`config.mk`:
```
export PLATFORM = sky130hd
export DESIGN_NAME = vtpr_top
export DESIGN_NICKNAME = d
export VERILOG_FILES = /design/src/hdl/vtpr_pkg.sv /design/src/hdl/vtpr_top.sv
export SDC_FILE = /design/constraint.sdc
export NUM_CORES = 1
export LEC_CHECK = 0
export ABC_AREA = 1
export BUFFER_PORTS_ARGS = -buffer_cell sky130_fd_sc_hd__clkbuf_2
export CORE_AREA = 5 5 171 173
export CTS_CLUSTER_SIZE = 28
export DETAILED_ROUTE_END_ITERATION = 8
export DIE_AREA = 0 0 176 178
export PLACE_DENSITY = 0.8
export SYNTH_ARGS = -nofsm -noshare
export SYNTH_HDL_FRONTEND = slang
export SYNTH_SLANG_ARGS = --single-unit
```
`constraint.sdc`:
```
create_clock -name SYS_CLK_I -period 2.3 [get_ports SYS_CLK_I]
set_input_delay 0.345 -clock SYS_CLK_I [delete_from_list [all_inputs] [get_ports SYS_CLK_I]]
set_output_delay 0.345 -clock SYS_CLK_I [all_outputs]
set_load 0.01 [all_outputs]
```
`src/hdl/vtpr_pkg.sv`:
```
// package for the video timing and pattern register block
// assumes one 40 MHz pixel clock and an AXI4-Lite register master
package vtpr_pkg;
   // register indices; the byte address is four times the index
   localparam logic [5:0] IDX_CM_TRIM = 6'h1B;
   localparam logic [5:0] IDX_LINE_LO = 6'h20;
   localparam logic [5:0] IDX_LINE_HI = 6'h21;
   localparam logic [5:0] IDX_FRAME_LO = 6'h24;
   localparam logic [5:0] IDX_FRAME_HI = 6'h25;
   localparam logic [5:0] IDX_SYNC_LO = 6'h28;
   localparam logic [5:0] IDX_SYNC_HI = 6'h29;
   localparam logic [5:0] IDX_HSW_LO = 6'h2C;
   localparam logic [5:0] IDX_HSW_HI = 6'h2D;
   localparam logic [5:0] IDX_VSW_LO = 6'h30;
   localparam logic [5:0] IDX_VSW_HI = 6'h31;
   localparam logic [5:0] IDX_HBP = 6'h34;
   localparam logic [5:0] IDX_VBP = 6'h36;
   localparam logic [5:0] IDX_HFP = 6'h38;
   localparam logic [5:0] IDX_VFP = 6'h3A;
   localparam logic [5:0] IDX_PAT = 6'h3C;
   localparam logic [5:0] IDX_POLARITY = 6'h18;
   localparam logic [5:0] IDX_STATUS = 6'h3E;
   // field positions
   localparam int CM_TRIM_LSB = 4;
   localparam int PAT_EN_BIT = 4;
   localparam int HS_LOW_BIT = 6;
   localparam int VS_LOW_BIT = 5;
   // reset values
   localparam logic [11:0] RST_LEN12 = 12'h000;
   localparam logic [9:0] RST_LEN10 = 10'h000;
   localparam logic [7:0] RST_PORCH = 8'h00;
   localparam logic [1:0] RST_CM_TRIM = 2'b00;
   localparam logic RST_PAT_EN = 1'b0;
   localparam logic RST_HS_LOW = 1'b1;
   localparam logic RST_VS_LOW = 1'b1;
   // common mode trim in signed percent
   localparam logic [3:0] CM_PCT_NONE = 4'h0;
   localparam logic [3:0] CM_PCT_DOWN3 = 4'hD;
   localparam logic [3:0] CM_PCT_UP3 = 4'h3;
   localparam logic [3:0] CM_PCT_UP6 = 4'h6;
   // timing counts in pixel clocks, then fifo depth in entries and pixel width in bits
   localparam logic [12:0] LATENCY_CYC = 13'h000A;
   localparam logic [12:0] MIN_SYNC_DELAY_CYC = 13'h0020;
   localparam int FIFO_DEPTH = 4;
   localparam int PIX_W = 24;
   // bus answers
   localparam logic [1:0] RESP_OKAY = 2'b00;
   localparam logic [1:0] RESP_SLVERR = 2'b10;
   typedef enum logic [5:0] {
      H_IDLE = 6'b000001, H_DELAY = 6'b000010, H_SYNC = 6'b000100,
      H_BPORCH = 6'b001000, H_ACTIVE = 6'b010000, H_FPORCH = 6'b100000
   } vtpr_hst_type;
   typedef enum logic [3:0] {
      V_SYNC = 4'b0001, V_BPORCH = 4'b0010, V_ACTIVE = 4'b0100,
      V_FPORCH = 4'b1000
   } vtpr_vst_type;
endpackage : vtpr_pkg

```
`src/hdl/vtpr_top.sv`:
```
// video timing registers, sync delay path and test pattern generator
// assumes pixel stream and sync pulses synchronous to SYS_CLK_I
// How it works
// - the 12-bit active line length sets the pixels of every output line
// - the 12-bit frame line count sets active lines of the test pattern only
// - while forwarding, an incoming sync is launched after the 12-bit programmed delay; an hsync is taken only in H_IDLE
// - a fixed internal latency of about ten clocks adds to that delay
// - the 10-bit hsync width sets the hsync pulse length in clocks
// - the 10-bit vsync width sets the vsync pulse length in lines
// - the horizontal back porch follows hsync before the active pixels
// - in pattern mode the vertical back porch follows vsync
// - in pattern mode the horizontal front porch follows active pixels
// - in pattern mode the vertical front porch follows active lines
// - bit 4 of the pattern control register turns the generator on
// - the generator also uses hsync width, vsync width and back porch
// - pattern-only fields never touch normal forwarding
// - the common mode trim code maps to 0, -3, +3 or +6 percent
// - hsync and vsync levels follow their own polarity bits, low default
//
// Implementation choice: the AXI4-Lite slave port.
`timescale 1ns/1ps
module vtpr_fifo #(
   parameter int WIDTH = 24,
   parameter int DEPTH = 4
) (
   // clock and reset
   input wire logic clk_i,
   input wire logic rst_i,
   // fill side
   input wire logic [WIDTH-1:0] in_data_i,
   input wire logic in_valid_i,
   output logic in_ready_o,
   // drain side
   output logic [WIDTH-1:0] out_data_o,
   output logic out_valid_o,
   input wire logic out_ready_i,
   output logic [$clog2(DEPTH):0] level_o
);
   localparam int AW = $clog2(DEPTH);
   localparam logic [AW:0] FULL_CNT = (AW+1)'(DEPTH);
   localparam logic [AW-1:0] LAST_PTR = AW'(DEPTH - 1);
   typedef struct packed {
      logic [DEPTH-1:0][WIDTH-1:0] mem;
      logic [AW-1:0] wr_ptr;
      logic [AW-1:0] rd_ptr;
      logic [AW:0] cnt;
      logic full;
   } vtpr_fifo_state_type;
   vtpr_fifo_state_type s_ff, nxt_s;
   logic push, pop;
   assign push = in_valid_i && !s_ff.full;
   assign pop = out_ready_i && (s_ff.cnt != '0);
   always_comb
   begin
      nxt_s = s_ff;
      if (push)
      begin
         nxt_s.mem[s_ff.wr_ptr] = in_data_i;
         nxt_s.wr_ptr = (s_ff.wr_ptr == LAST_PTR) ? '0 : s_ff.wr_ptr + 1'b1;
      end
      if (pop)
         nxt_s.rd_ptr = (s_ff.rd_ptr == LAST_PTR) ? '0 : s_ff.rd_ptr + 1'b1;
      if (push && !pop)
         nxt_s.cnt = s_ff.cnt + 1'b1;
      else if (pop && !push)
         nxt_s.cnt = s_ff.cnt - 1'b1;
      // full is a flop so the ready towards the source is glitch free
      nxt_s.full = (nxt_s.cnt == FULL_CNT);
   end
   always_ff @(posedge clk_i)
   begin
      if (rst_i)
         s_ff <= '0;
      else
         s_ff <= nxt_s;
   end
   assign in_ready_o = !s_ff.full;
   assign out_valid_o = (s_ff.cnt != '0);
   assign out_data_o = s_ff.mem[s_ff.rd_ptr];
   assign level_o = s_ff.cnt;
   a_fifo_full_stall: assert property (@(posedge clk_i) disable iff (rst_i)
      s_ff.full && !pop |=> s_ff.full && $stable(s_ff.wr_ptr))
      else $error("fifo accepted data while full");
endmodule : vtpr_fifo

module vtpr_top
   import vtpr_pkg::*;
(
   // clock and reset
   input wire logic SYS_CLK_I,
   input wire logic RST_I,
   // axi4-lite write
   input wire logic [7:0] S_AXI_AWADDR_I,
   input wire logic S_AXI_AWVALID_I,
   output logic S_AXI_AWREADY_O,
   input wire logic [31:0] S_AXI_WDATA_I,
   input wire logic [3:0] S_AXI_WSTRB_I,
   input wire logic S_AXI_WVALID_I,
   output logic S_AXI_WREADY_O,
   output logic [1:0] S_AXI_BRESP_O,
   output logic S_AXI_BVALID_O,
   input wire logic S_AXI_BREADY_I,
   // axi4-lite read
   input wire logic [7:0] S_AXI_ARADDR_I,
   input wire logic S_AXI_ARVALID_I,
   output logic S_AXI_ARREADY_O,
   output logic [31:0] S_AXI_RDATA_O,
   output logic [1:0] S_AXI_RRESP_O,
   output logic S_AXI_RVALID_O,
   input wire logic S_AXI_RREADY_I,
   // incoming video stream
   input wire logic [vtpr_pkg::PIX_W-1:0] VID_PIX_I,
   input wire logic VID_PIX_VALID_I,
   output logic VID_PIX_READY_O,
   input wire logic VID_HSYNC_I,
   input wire logic VID_VSYNC_I,
   // panel side
   output logic [vtpr_pkg::PIX_W-1:0] LVDS_PIX_O,
   output logic LVDS_DE_O,
   output logic LVDS_HS_O,
   output logic LVDS_VS_O,
   output logic [3:0] CM_TRIM_PCT_O
);
   import vtpr_pkg::*;
   typedef struct packed {
      logic aw_ready;
      logic [5:0] aw_idx;
      logic w_ready;
      logic [7:0] w_byte;
      logic w_en;
      logic b_valid;
      logic [1:0] b_resp;
      logic ar_ready;
      logic r_valid;
      logic [7:0] r_byte;
      logic [1:0] r_resp;
      logic [1:0] cm_trim;
      logic [11:0] line_len;
      logic [11:0] frame_lines;
      logic [11:0] sync_dly;
      logic [9:0] hs_w;
      logic [9:0] vs_w;
      logic [7:0] hbp;
      logic [7:0] vbp;
      logic [7:0] hfp;
      logic [7:0] vfp;
      logic pat_en;
      logic hs_low;
      logic vs_low;
      logic pat_on;
      vtpr_hst_type hst;
      logic [12:0] h_cnt;
      vtpr_vst_type vst;
      logic [12:0] v_cnt;
      logic v_arm;
      logic [12:0] v_dly;
      logic vs_act;
      logic [PIX_W-1:0] pix;
      logic de;
      logic hs;
      logic vs;
      logic [3:0] cm_pct;
   } vtpr_top_state_type;
   vtpr_top_state_type s_ff, nxt_s;
   logic [PIX_W-1:0] fifo_data;
   logic fifo_valid, fifo_pop, line_start, restart, rd_hit;
   logic [2:0] fifo_level;
   logic [7:0] rd_val;
   logic [12:0] dly_cyc;
   vtpr_fifo #(.WIDTH(PIX_W), .DEPTH(FIFO_DEPTH)) u_fifo (
      .clk_i(SYS_CLK_I),
      .rst_i(RST_I),
      .in_data_i(VID_PIX_I),
      .in_valid_i(VID_PIX_VALID_I),
      .in_ready_o(VID_PIX_READY_O),
      .out_data_o(fifo_data),
      .out_valid_o(fifo_valid),
      .out_ready_i(fifo_pop),
      .level_o(fifo_level)
   );
   // software owns the 32-clock floor; no clamping here
   assign dly_cyc = {1'b0, s_ff.sync_dly} + LATENCY_CYC;
   assign restart = (s_ff.pat_en != s_ff.pat_on);
   always_comb
   begin
      rd_hit = 1'b1;
      unique case (S_AXI_ARADDR_I[7:2])
         IDX_CM_TRIM: rd_val = 8'(s_ff.cm_trim) << CM_TRIM_LSB;
         IDX_LINE_LO: rd_val = s_ff.line_len[7:0];
         IDX_LINE_HI: rd_val = {4'h0, s_ff.line_len[11:8]};
         IDX_FRAME_LO: rd_val = s_ff.frame_lines[7:0];
         IDX_FRAME_HI: rd_val = {4'h0, s_ff.frame_lines[11:8]};
         IDX_SYNC_LO: rd_val = s_ff.sync_dly[7:0];
         IDX_SYNC_HI: rd_val = {4'h0, s_ff.sync_dly[11:8]};
         IDX_HSW_LO: rd_val = s_ff.hs_w[7:0];
         IDX_HSW_HI: rd_val = {6'h00, s_ff.hs_w[9:8]};
         IDX_VSW_LO: rd_val = s_ff.vs_w[7:0];
         IDX_VSW_HI: rd_val = {6'h00, s_ff.vs_w[9:8]};
         IDX_HBP: rd_val = s_ff.hbp;
         IDX_VBP: rd_val = s_ff.vbp;
         IDX_HFP: rd_val = s_ff.hfp;
         IDX_VFP: rd_val = s_ff.vfp;
         IDX_PAT: rd_val = 8'(s_ff.pat_en) << PAT_EN_BIT;
         IDX_POLARITY: rd_val = (8'(s_ff.hs_low) << HS_LOW_BIT)
            | (8'(s_ff.vs_low) << VS_LOW_BIT);
         IDX_STATUS: rd_val = {1'b0, fifo_level, s_ff.de, s_ff.vs_act,
            s_ff.hst == H_SYNC, s_ff.pat_on};
         default:
         begin
            rd_val = 8'h00;
            rd_hit = 1'b0;
         end
      endcase
   end
   always_comb
   begin
      nxt_s = s_ff;
      fifo_pop = 1'b0;
      line_start = 1'b0;
      // write address and data are taken independently
      if (s_ff.aw_ready && S_AXI_AWVALID_I)
      begin
         nxt_s.aw_idx = S_AXI_AWADDR_I[7:2];
         nxt_s.aw_ready = 1'b0;
      end
      if (s_ff.w_ready && S_AXI_WVALID_I)
      begin
         nxt_s.w_byte = S_AXI_WDATA_I[7:0];
         nxt_s.w_en = S_AXI_WSTRB_I[0];
         nxt_s.w_ready = 1'b0;
      end
      if (!s_ff.aw_ready && !s_ff.w_ready && !s_ff.b_valid)
      begin
         nxt_s.b_valid = 1'b1;
         nxt_s.b_resp = RESP_OKAY;
         unique case (s_ff.aw_idx)
            IDX_CM_TRIM, IDX_LINE_LO, IDX_LINE_HI, IDX_FRAME_LO,
            IDX_FRAME_HI, IDX_SYNC_LO, IDX_SYNC_HI, IDX_HSW_LO, IDX_HSW_HI,
            IDX_VSW_LO, IDX_VSW_HI, IDX_HBP, IDX_VBP, IDX_HFP, IDX_VFP,
            IDX_PAT, IDX_POLARITY, IDX_STATUS: ;
            default: nxt_s.b_resp = RESP_SLVERR;
         endcase
         if (s_ff.w_en)
         begin
            unique case (s_ff.aw_idx)
               IDX_CM_TRIM: nxt_s.cm_trim = s_ff.w_byte[CM_TRIM_LSB +: 2];
               IDX_LINE_LO: nxt_s.line_len[7:0] = s_ff.w_byte;
               IDX_LINE_HI: nxt_s.line_len[11:8] = s_ff.w_byte[3:0];
               IDX_FRAME_LO: nxt_s.frame_lines[7:0] = s_ff.w_byte;
               IDX_FRAME_HI: nxt_s.frame_lines[11:8] = s_ff.w_byte[3:0];
               IDX_SYNC_LO: nxt_s.sync_dly[7:0] = s_ff.w_byte;
               IDX_SYNC_HI: nxt_s.sync_dly[11:8] = s_ff.w_byte[3:0];
               IDX_HSW_LO: nxt_s.hs_w[7:0] = s_ff.w_byte;
               IDX_HSW_HI: nxt_s.hs_w[9:8] = s_ff.w_byte[1:0];
               IDX_VSW_LO: nxt_s.vs_w[7:0] = s_ff.w_byte;
               IDX_VSW_HI: nxt_s.vs_w[9:8] = s_ff.w_byte[1:0];
               IDX_HBP: nxt_s.hbp = s_ff.w_byte;
               IDX_VBP: nxt_s.vbp = s_ff.w_byte;
               IDX_HFP: nxt_s.hfp = s_ff.w_byte;
               IDX_VFP: nxt_s.vfp = s_ff.w_byte;
               IDX_PAT: nxt_s.pat_en = s_ff.w_byte[PAT_EN_BIT];
               IDX_POLARITY:
               begin
                  nxt_s.hs_low = s_ff.w_byte[HS_LOW_BIT];
                  nxt_s.vs_low = s_ff.w_byte[VS_LOW_BIT];
               end
               default: ;
            endcase
         end
      end
      if (s_ff.b_valid && S_AXI_BREADY_I)
      begin
         nxt_s.b_valid = 1'b0;
         nxt_s.aw_ready = 1'b1;
         nxt_s.w_ready = 1'b1;
      end
      if (s_ff.ar_ready && S_AXI_ARVALID_I)
      begin
         nxt_s.ar_ready = 1'b0;
         nxt_s.r_valid = 1'b1;
         nxt_s.r_byte = rd_val;
         nxt_s.r_resp = rd_hit ? RESP_OKAY : RESP_SLVERR;
      end
      if (s_ff.r_valid && S_AXI_RREADY_I)
      begin
         nxt_s.r_valid = 1'b0;
         nxt_s.ar_ready = 1'b1;
      end
      // horizontal engine, shared by forwarding and pattern modes
      unique case (s_ff.hst)
         H_IDLE:
            if (!s_ff.pat_on && VID_HSYNC_I)
            begin
               nxt_s.hst = H_DELAY;
               nxt_s.h_cnt = dly_cyc;
            end
         H_DELAY:
            if (s_ff.h_cnt <= 13'h0001)
            begin
               nxt_s.hst = H_SYNC;
               nxt_s.h_cnt = {3'b000, s_ff.hs_w};
               line_start = 1'b1;
            end
            else
               nxt_s.h_cnt = s_ff.h_cnt - 13'h0001;
         H_SYNC:
            if (s_ff.h_cnt <= 13'h0001)
            begin
               nxt_s.hst = H_BPORCH;
               nxt_s.h_cnt = {5'h00, s_ff.hbp};
            end
            else
               nxt_s.h_cnt = s_ff.h_cnt - 13'h0001;
         H_BPORCH:
            if (s_ff.h_cnt <= 13'h0001)
            begin
               nxt_s.hst = H_ACTIVE;
               nxt_s.h_cnt = {1'b0, s_ff.line_len};
            end
            else
               nxt_s.h_cnt = s_ff.h_cnt - 13'h0001;
         H_ACTIVE:
         begin
            // forwarding waits on an empty fifo instead of inventing pixels
            fifo_pop = !s_ff.pat_on && fifo_valid;
            if (s_ff.pat_on || fifo_valid)
            begin
               if (s_ff.h_cnt <= 13'h0001)
               begin
                  // only the generator owns a front porch
                  nxt_s.hst = s_ff.pat_on ? H_FPORCH : H_IDLE;
                  nxt_s.h_cnt = {5'h00, s_ff.hfp};
               end
               else
                  nxt_s.h_cnt = s_ff.h_cnt - 13'h0001;
            end
         end
         H_FPORCH:
            if (s_ff.h_cnt <= 13'h0001)
            begin
               nxt_s.hst = H_SYNC;
               nxt_s.h_cnt = {3'b000, s_ff.hs_w};
               line_start = 1'b1;
            end
            else
               nxt_s.h_cnt = s_ff.h_cnt - 13'h0001;
      endcase
      if (s_ff.pat_on && line_start)
      begin
         // frame counted in lines, same order as a line
         if (s_ff.v_cnt > 13'h0001)
            nxt_s.v_cnt = s_ff.v_cnt - 13'h0001;
         else
         begin
            unique case (s_ff.vst)
               V_SYNC:
               begin
                  nxt_s.vst = V_BPORCH;
                  nxt_s.v_cnt = {5'h00, s_ff.vbp};
               end
               V_BPORCH:
               begin
                  nxt_s.vst = V_ACTIVE;
                  nxt_s.v_cnt = {1'b0, s_ff.frame_lines};
               end
               V_ACTIVE:
               begin
                  nxt_s.vst = V_FPORCH;
                  nxt_s.v_cnt = {5'h00, s_ff.vfp};
               end
               V_FPORCH:
               begin
                  nxt_s.vst = V_SYNC;
                  nxt_s.v_cnt = {3'b000, s_ff.vs_w};
               end
            endcase
         end
      end
      if (!s_ff.pat_on)
      begin
         // forwarded vsync: delayed like hsync, then held for whole lines
         if (VID_VSYNC_I)
         begin
            nxt_s.v_arm = 1'b1;
            nxt_s.v_dly = dly_cyc;
         end
         else if (s_ff.v_arm)
         begin
            if (s_ff.v_dly <= 13'h0001)
            begin
               nxt_s.v_arm = 1'b0;
               nxt_s.vs_act = 1'b1;
               nxt_s.v_cnt = {3'b000, s_ff.vs_w};
            end
            else
               nxt_s.v_dly = s_ff.v_dly - 13'h0001;
         end
         if (s_ff.vs_act && line_start)
         begin
            if (s_ff.v_cnt <= 13'h0001)
               nxt_s.vs_act = 1'b0;
            else
               nxt_s.v_cnt = s_ff.v_cnt - 13'h0001;
         end
      end
      if (restart)
      begin
         // mode change restarts timing cleanly at a sync edge
         nxt_s.pat_on = s_ff.pat_en;
         nxt_s.hst = s_ff.pat_en ? H_SYNC : H_IDLE;
         nxt_s.h_cnt = {3'b000, s_ff.hs_w};
         nxt_s.vst = V_SYNC;
         nxt_s.v_cnt = {3'b000, s_ff.vs_w};
         nxt_s.v_arm = 1'b0;
         nxt_s.vs_act = 1'b0;
      end
      // panel outputs, one register stage after the timing state
      nxt_s.de = (s_ff.hst == H_ACTIVE) && (s_ff.pat_on
         ? (s_ff.vst == V_ACTIVE) : fifo_valid);
      nxt_s.pix = s_ff.pat_on ? {s_ff.h_cnt[7:0], s_ff.v_cnt[7:0],
         s_ff.h_cnt[7:0] ^ s_ff.v_cnt[7:0]} : fifo_data;
      nxt_s.hs = (s_ff.hst == H_SYNC) ^ s_ff.hs_low;
      nxt_s.vs = (s_ff.pat_on ? (s_ff.vst == V_SYNC) : s_ff.vs_act)
         ^ s_ff.vs_low;
      unique case (s_ff.cm_trim)
         2'b00: nxt_s.cm_pct = CM_PCT_NONE;
         2'b01: nxt_s.cm_pct = CM_PCT_DOWN3;
         2'b10: nxt_s.cm_pct = CM_PCT_UP3;
         2'b11: nxt_s.cm_pct = CM_PCT_UP6;
      endcase
   end
   always_ff @(posedge SYS_CLK_I)
   begin
      if (RST_I)
      begin
         s_ff <= '0;
         s_ff.aw_ready <= 1'b1;
         s_ff.w_ready <= 1'b1;
         s_ff.ar_ready <= 1'b1;
         s_ff.cm_trim <= RST_CM_TRIM;
         s_ff.line_len <= RST_LEN12;
         s_ff.frame_lines <= RST_LEN12;
         s_ff.sync_dly <= RST_LEN12;
         s_ff.hs_w <= RST_LEN10;
         s_ff.vs_w <= RST_LEN10;
         s_ff.hbp <= RST_PORCH;
         s_ff.vbp <= RST_PORCH;
         s_ff.hfp <= RST_PORCH;
         s_ff.vfp <= RST_PORCH;
         s_ff.pat_en <= RST_PAT_EN;
         s_ff.hs_low <= RST_HS_LOW;
         s_ff.vs_low <= RST_VS_LOW;
         s_ff.hst <= H_IDLE;
         s_ff.vst <= V_SYNC;
         s_ff.hs <= RST_HS_LOW;
         s_ff.vs <= RST_VS_LOW;
      end
      else
         s_ff <= nxt_s;
   end
   assign S_AXI_AWREADY_O = s_ff.aw_ready;
   assign S_AXI_WREADY_O = s_ff.w_ready;
   assign S_AXI_BVALID_O = s_ff.b_valid;
   assign S_AXI_BRESP_O = s_ff.b_resp;
   assign S_AXI_ARREADY_O = s_ff.ar_ready;
   assign S_AXI_RVALID_O = s_ff.r_valid;
   assign S_AXI_RRESP_O = s_ff.r_resp;
   assign S_AXI_RDATA_O = {24'h00_0000, s_ff.r_byte};
   assign LVDS_PIX_O = s_ff.pix;
   assign LVDS_DE_O = s_ff.de;
   assign LVDS_HS_O = s_ff.hs;
   assign LVDS_VS_O = s_ff.vs;
   assign CM_TRIM_PCT_O = s_ff.cm_pct;
   // helper: cycles spent in the present horizontal state
   logic [12:0] st_cyc;
   always_ff @(posedge SYS_CLK_I)
   begin
      if (RST_I || nxt_s.hst != s_ff.hst)
         st_cyc <= 13'h0000;
      else
         st_cyc <= st_cyc + 13'h0001;
   end
   a_sync_delay_len: assert property (
      @(posedge SYS_CLK_I) disable iff (RST_I)
      s_ff.hst == H_DELAY && nxt_s.hst == H_SYNC && !restart
      |-> st_cyc == dly_cyc - 13'h0001)
      else $error("sync delay length wrong");
   a_hsync_width_len: assert property (
      @(posedge SYS_CLK_I) disable iff (RST_I)
      s_ff.hst == H_SYNC && nxt_s.hst == H_BPORCH && !restart
      |-> st_cyc + 13'h0001 == ((s_ff.hs_w == 10'h000) ? 13'h0001
         : {3'b000, s_ff.hs_w}))
      else $error("hsync width wrong");
   a_hbp_len_check: assert property (
      @(posedge SYS_CLK_I) disable iff (RST_I)
      s_ff.hst == H_BPORCH && nxt_s.hst == H_ACTIVE && !restart
      |-> st_cyc + 13'h0001 == ((s_ff.hbp == 8'h00) ? 13'h0001
         : {5'h00, s_ff.hbp}))
      else $error("horizontal back porch wrong");
   a_hfp_len_check: assert property (
      @(posedge SYS_CLK_I) disable iff (RST_I)
      s_ff.hst == H_FPORCH && nxt_s.hst == H_SYNC && !restart
      |-> st_cyc + 13'h0001 == ((s_ff.hfp == 8'h00) ? 13'h0001
         : {5'h00, s_ff.hfp}))
      else $error("horizontal front porch wrong");
   a_pattern_line_len: assert property (
      @(posedge SYS_CLK_I) disable iff (RST_I)
      s_ff.pat_on && s_ff.hst == H_ACTIVE && nxt_s.hst == H_FPORCH
      |-> st_cyc + 13'h0001 == ((s_ff.line_len == 12'h000) ? 13'h0001
         : {1'b0, s_ff.line_len}))
      else $error("pattern line length wrong");
   a_forward_no_de: assert property (
      @(posedge SYS_CLK_I) disable iff (RST_I)
      !s_ff.pat_on && !fifo_valid |=> !LVDS_DE_O)
      else $error("data enable without a pixel");
   a_vsync_polarity: assert property (
      @(posedge SYS_CLK_I) disable iff (RST_I)
      s_ff.pat_on && s_ff.vst == V_ACTIVE ##1 s_ff.vst == V_ACTIVE
      |-> LVDS_VS_O == $past(s_ff.vs_low))
      else $error("vsync active inside active lines");
   a_frame_order_seq: assert property (
      @(posedge SYS_CLK_I) disable iff (RST_I)
      s_ff.pat_on && $changed(s_ff.vst) && s_ff.vst == V_ACTIVE
      |-> $past(s_ff.vst) == V_BPORCH)
      else $error("active lines not after back porch");
   a_cm_trim_map: assert property (
      @(posedge SYS_CLK_I) disable iff (RST_I)
      s_ff.cm_trim == 2'b01 ##1 s_ff.cm_trim == 2'b01
      |-> CM_TRIM_PCT_O == CM_PCT_DOWN3)
      else $error("common mode trim decode wrong");
endmodule : vtpr_top

```
==> impl_metrics.ini <==
[timing]
finClkSkew_ns = 0.0172
finalHoldViolCount = 0
fin_crit_sh = 0.916
tightestPinTransition_ns = 0.943
setup_ws_ns = 0.193
whs_ns = 0.0628
tns_ns = 0
grt_setup_unrepaired = false
slew_headroom = 0.369
finalSetupViolCount = 0
slew_violations = 0
min_period_ns = 2.11
clock.fmax_mhz = 475

[cells_and_area]
area.growth.synth_to_final_pct = 11.7
diodes = 0
final_layout_size_suffix_gt1_frac = 0.139
fin_nets = 2498
final_util = 0.662
stdcell_area_sq_mm = 0.0182

[synthesis]
synth_cells = 2322
synth_top_cell_area_share = 0.381
ys.warnings.count = 0
synth-edff-count = 0
ys_seq_area_frac = 0.381
synth_most_common_cell = nand2_1
yosys.cell_types.count = 53
synth.avg_cell_area_sq_um = 7.01
synthArstFlopShare = 0
yosys_register_bits = 310
synth_largest_area_cell = dfxtp_1
synth-main-ff-cell = dfxtp_1
synth.area.top_cells = dfxtp_1 (38%), nand2_1 (8.7%), a21oi_1 (8.5%)
synth_commonest_cells = nand2_1 (376), dfxtp_1 (310), a21oi_1 (275), inv_1 (233), o21ai_0 (214)
syn_area_sq_mm = 0.0163

[clock_network]
cts_root_buf = clkbuf_16
cts_made_buffers = 34
cts_tree = done
cts_hold_buf = 0
clk_pin_slew_worst_paths_ns = 0.06
clk_latency_ns = 0.53
cts.sinks = 310
cts_max_level = 2
postCtsSetupBuffers = 0
cts_resized = 0
clockBufferDepth = 3

[worst_hold_path]
hold_class = in2reg
hp-start = S_AXI_RREADY_I
hold_depth = 3
hold_end = S_AXI_ARREADY_O

[power]
power.leakage_nw = 7.68
cellPowerDensity_mw_per_mm2 = 841
vdd_ir_drop_max_mv = 0.627

[grt]
grt-ovfl-total = 0
antenna_found_initial = 0
grt_pass1_vias = 15200
grt_max_degree = 82
grt_first_pass_wirelength_mm = 84.1
grt_use_total = 0.338

[route]
routed_via_density = 5.95
wire_per_inst_um = 19.6
wirelength_mm = 54.2
drtPass1Iterations = 7
via_count = 16400
ant_nets = 0
drc = 0
initialDrtViolationCount = 1653

[floorplan]
dieArea_sq_mm = 0.0313
initial_core_util = 0.593
die_w_um = 176
die_y_um = 178
rows = 61
pin_count = 159
core_area_sq_mm = 0.0275

[outcome]
status = finished, final reports clean

[run]
cap_violations = 0

[worst_setup_path]
worstPathRequired_ns = 2.75
path_max_fanout = 13
path_cells = inv_1 -> ha_1 -> inv_1 -> nor2_1 -> nand3_2 -> nand2_4 -> inv_2 -> nand2_2 -> inv_1 -> buf_4 -> nand2_1 -> nand3_1 -> nand2_1 -> a21oi_1
rrSetupSlack_ns = 0.19
crit_path_end_kind = flop
cp_slowest_cell = dfxtp_1
startpoint_type = flop
reg2reg_to = s_ff[68]
arrival_ns = 2.56
slowest_delay_ns = 0.49
r2r_start = s_ff[64]
critPathKind = reg2reg
reg2reg_depth = 14
critical_path.most_common_cell = inv_1

[placement]
pre_cts_ws_ns = 0.0486
port_buffers = 101
place.gp.congestion = 0.996
dp_hpwl_mm = 40.0
place_area_sq_mm = 0.0171
-- worst max path at each step --
stage	from	to	cells after the start
floorplan	s_ff[63]	s_ff[48]	13
global placement	S_AXI_ARADDR_I[5]	S_AXI_RDATA_O[6]	10
detailed placement	S_AXI_ARADDR_I[5]	S_AXI_RDATA_O[6]	10
CTS	s_ff[64]	s_ff[68]	14
global route	s_ff[32]	s_ff[56]	10
finish	s_ff[64]	s_ff[68]	14
-- stage by stage --
step,cells,power [mW]
after CTS,2764,15.3
final,2764,15.3
after detailed placement,2703,9.65
after global routing,2764,16.0
after floorplan,2347,8.61
after global placement,2703,9.58
-- cell usage in the layout (no fill, tap or decap), types with 12 or more instances in the layout --
cell / count
a21oi_1: 275
nand3_1: 172
xor2_1: 23
ha_1: 19
clkbuf_2: 100
nor2_1: 211
inv_2: 18
nor3_1: 14
inv_1: 231
nand2_1: 376
buf_4: 84
o211ai_1: 28
clkbuf_16: 35
nand2_2: 17
nand4_1: 30
conb_1: 26
nor2_2: 15
dfxtp_1: 310
a211oi_1: 60
o21ai_0: 214
o22ai_1: 22
clkinv_1: 12
-- cells by family after synthesis --
logic type	count (synthesis)	share of synthesized area
other cells	1	0.000230
flops	310	0.381
compound gates	654	0.227
simple gates	867	0.239
mux	1	0.000692
fa+ha+maj	19	0.0146
xor+xnor	27	0.0145
buf+inv	443	0.123
-- routing by layer --
layer  vias to the layer above  track usage  wire length, um
met5                         -            0                0
met2                       793        0.549            24400
met3                       171       0.0572             4490
met4                         0        0.156             2900
met1                      7621        0.441            22400
li1                       7860            -                -
-- final cells by class --
type | count | area, sq um
inverter | 263 | 993
timing repair buffer | 190 | 1250
clock buffer | 49 | 988
sequential | 310 | 6210
fill | 2427 | 9280
tap | 346 | 433
multi-input combinational | 1594 | 8170
clock inverter | 12 | 156
-- critical path, delay by kind of cell, from the launching register on --
family                   cells  cell delay, ns
AND/OR/NAND/NOR              7            0.59
buffers and inverters        5            0.62
AO/OA/AOI/OAI                1            0.13
flip-flops                   1            0.49
adder cells (fa/ha/maj)      1            0.19
-- report_power, final --
part | internal [mW] | leakage [nW] | switching [mW]
combinational | 1.20 | 4.60 | 2.46
clock | 3.35 | 0.564 | 2.30
sequential | 5.68 | 2.52 | 0.320
-- flip-flops by register name (all words and copies together), names as in the netlist --
name / cells
LVDS_HS_O: 1
u_fifo.level_o: 3
S_AXI_ARREADY_O: 1
S_AXI_BRESP_O: 1
u_fifo.s_ff: 101
LVDS_VS_O: 1
CM_TRIM_PCT_O: 4
LVDS_DE_O: 1
s_ff: 160
LVDS_PIX_O: 24
S_AXI_RDATA_O: 8
S_AXI_RVALID_O: 1
S_AXI_WREADY_O: 1
S_AXI_AWREADY_O: 1
S_AXI_BVALID_O: 1
S_AXI_RRESP_O: 1
(Power assumes the default switching activity.)
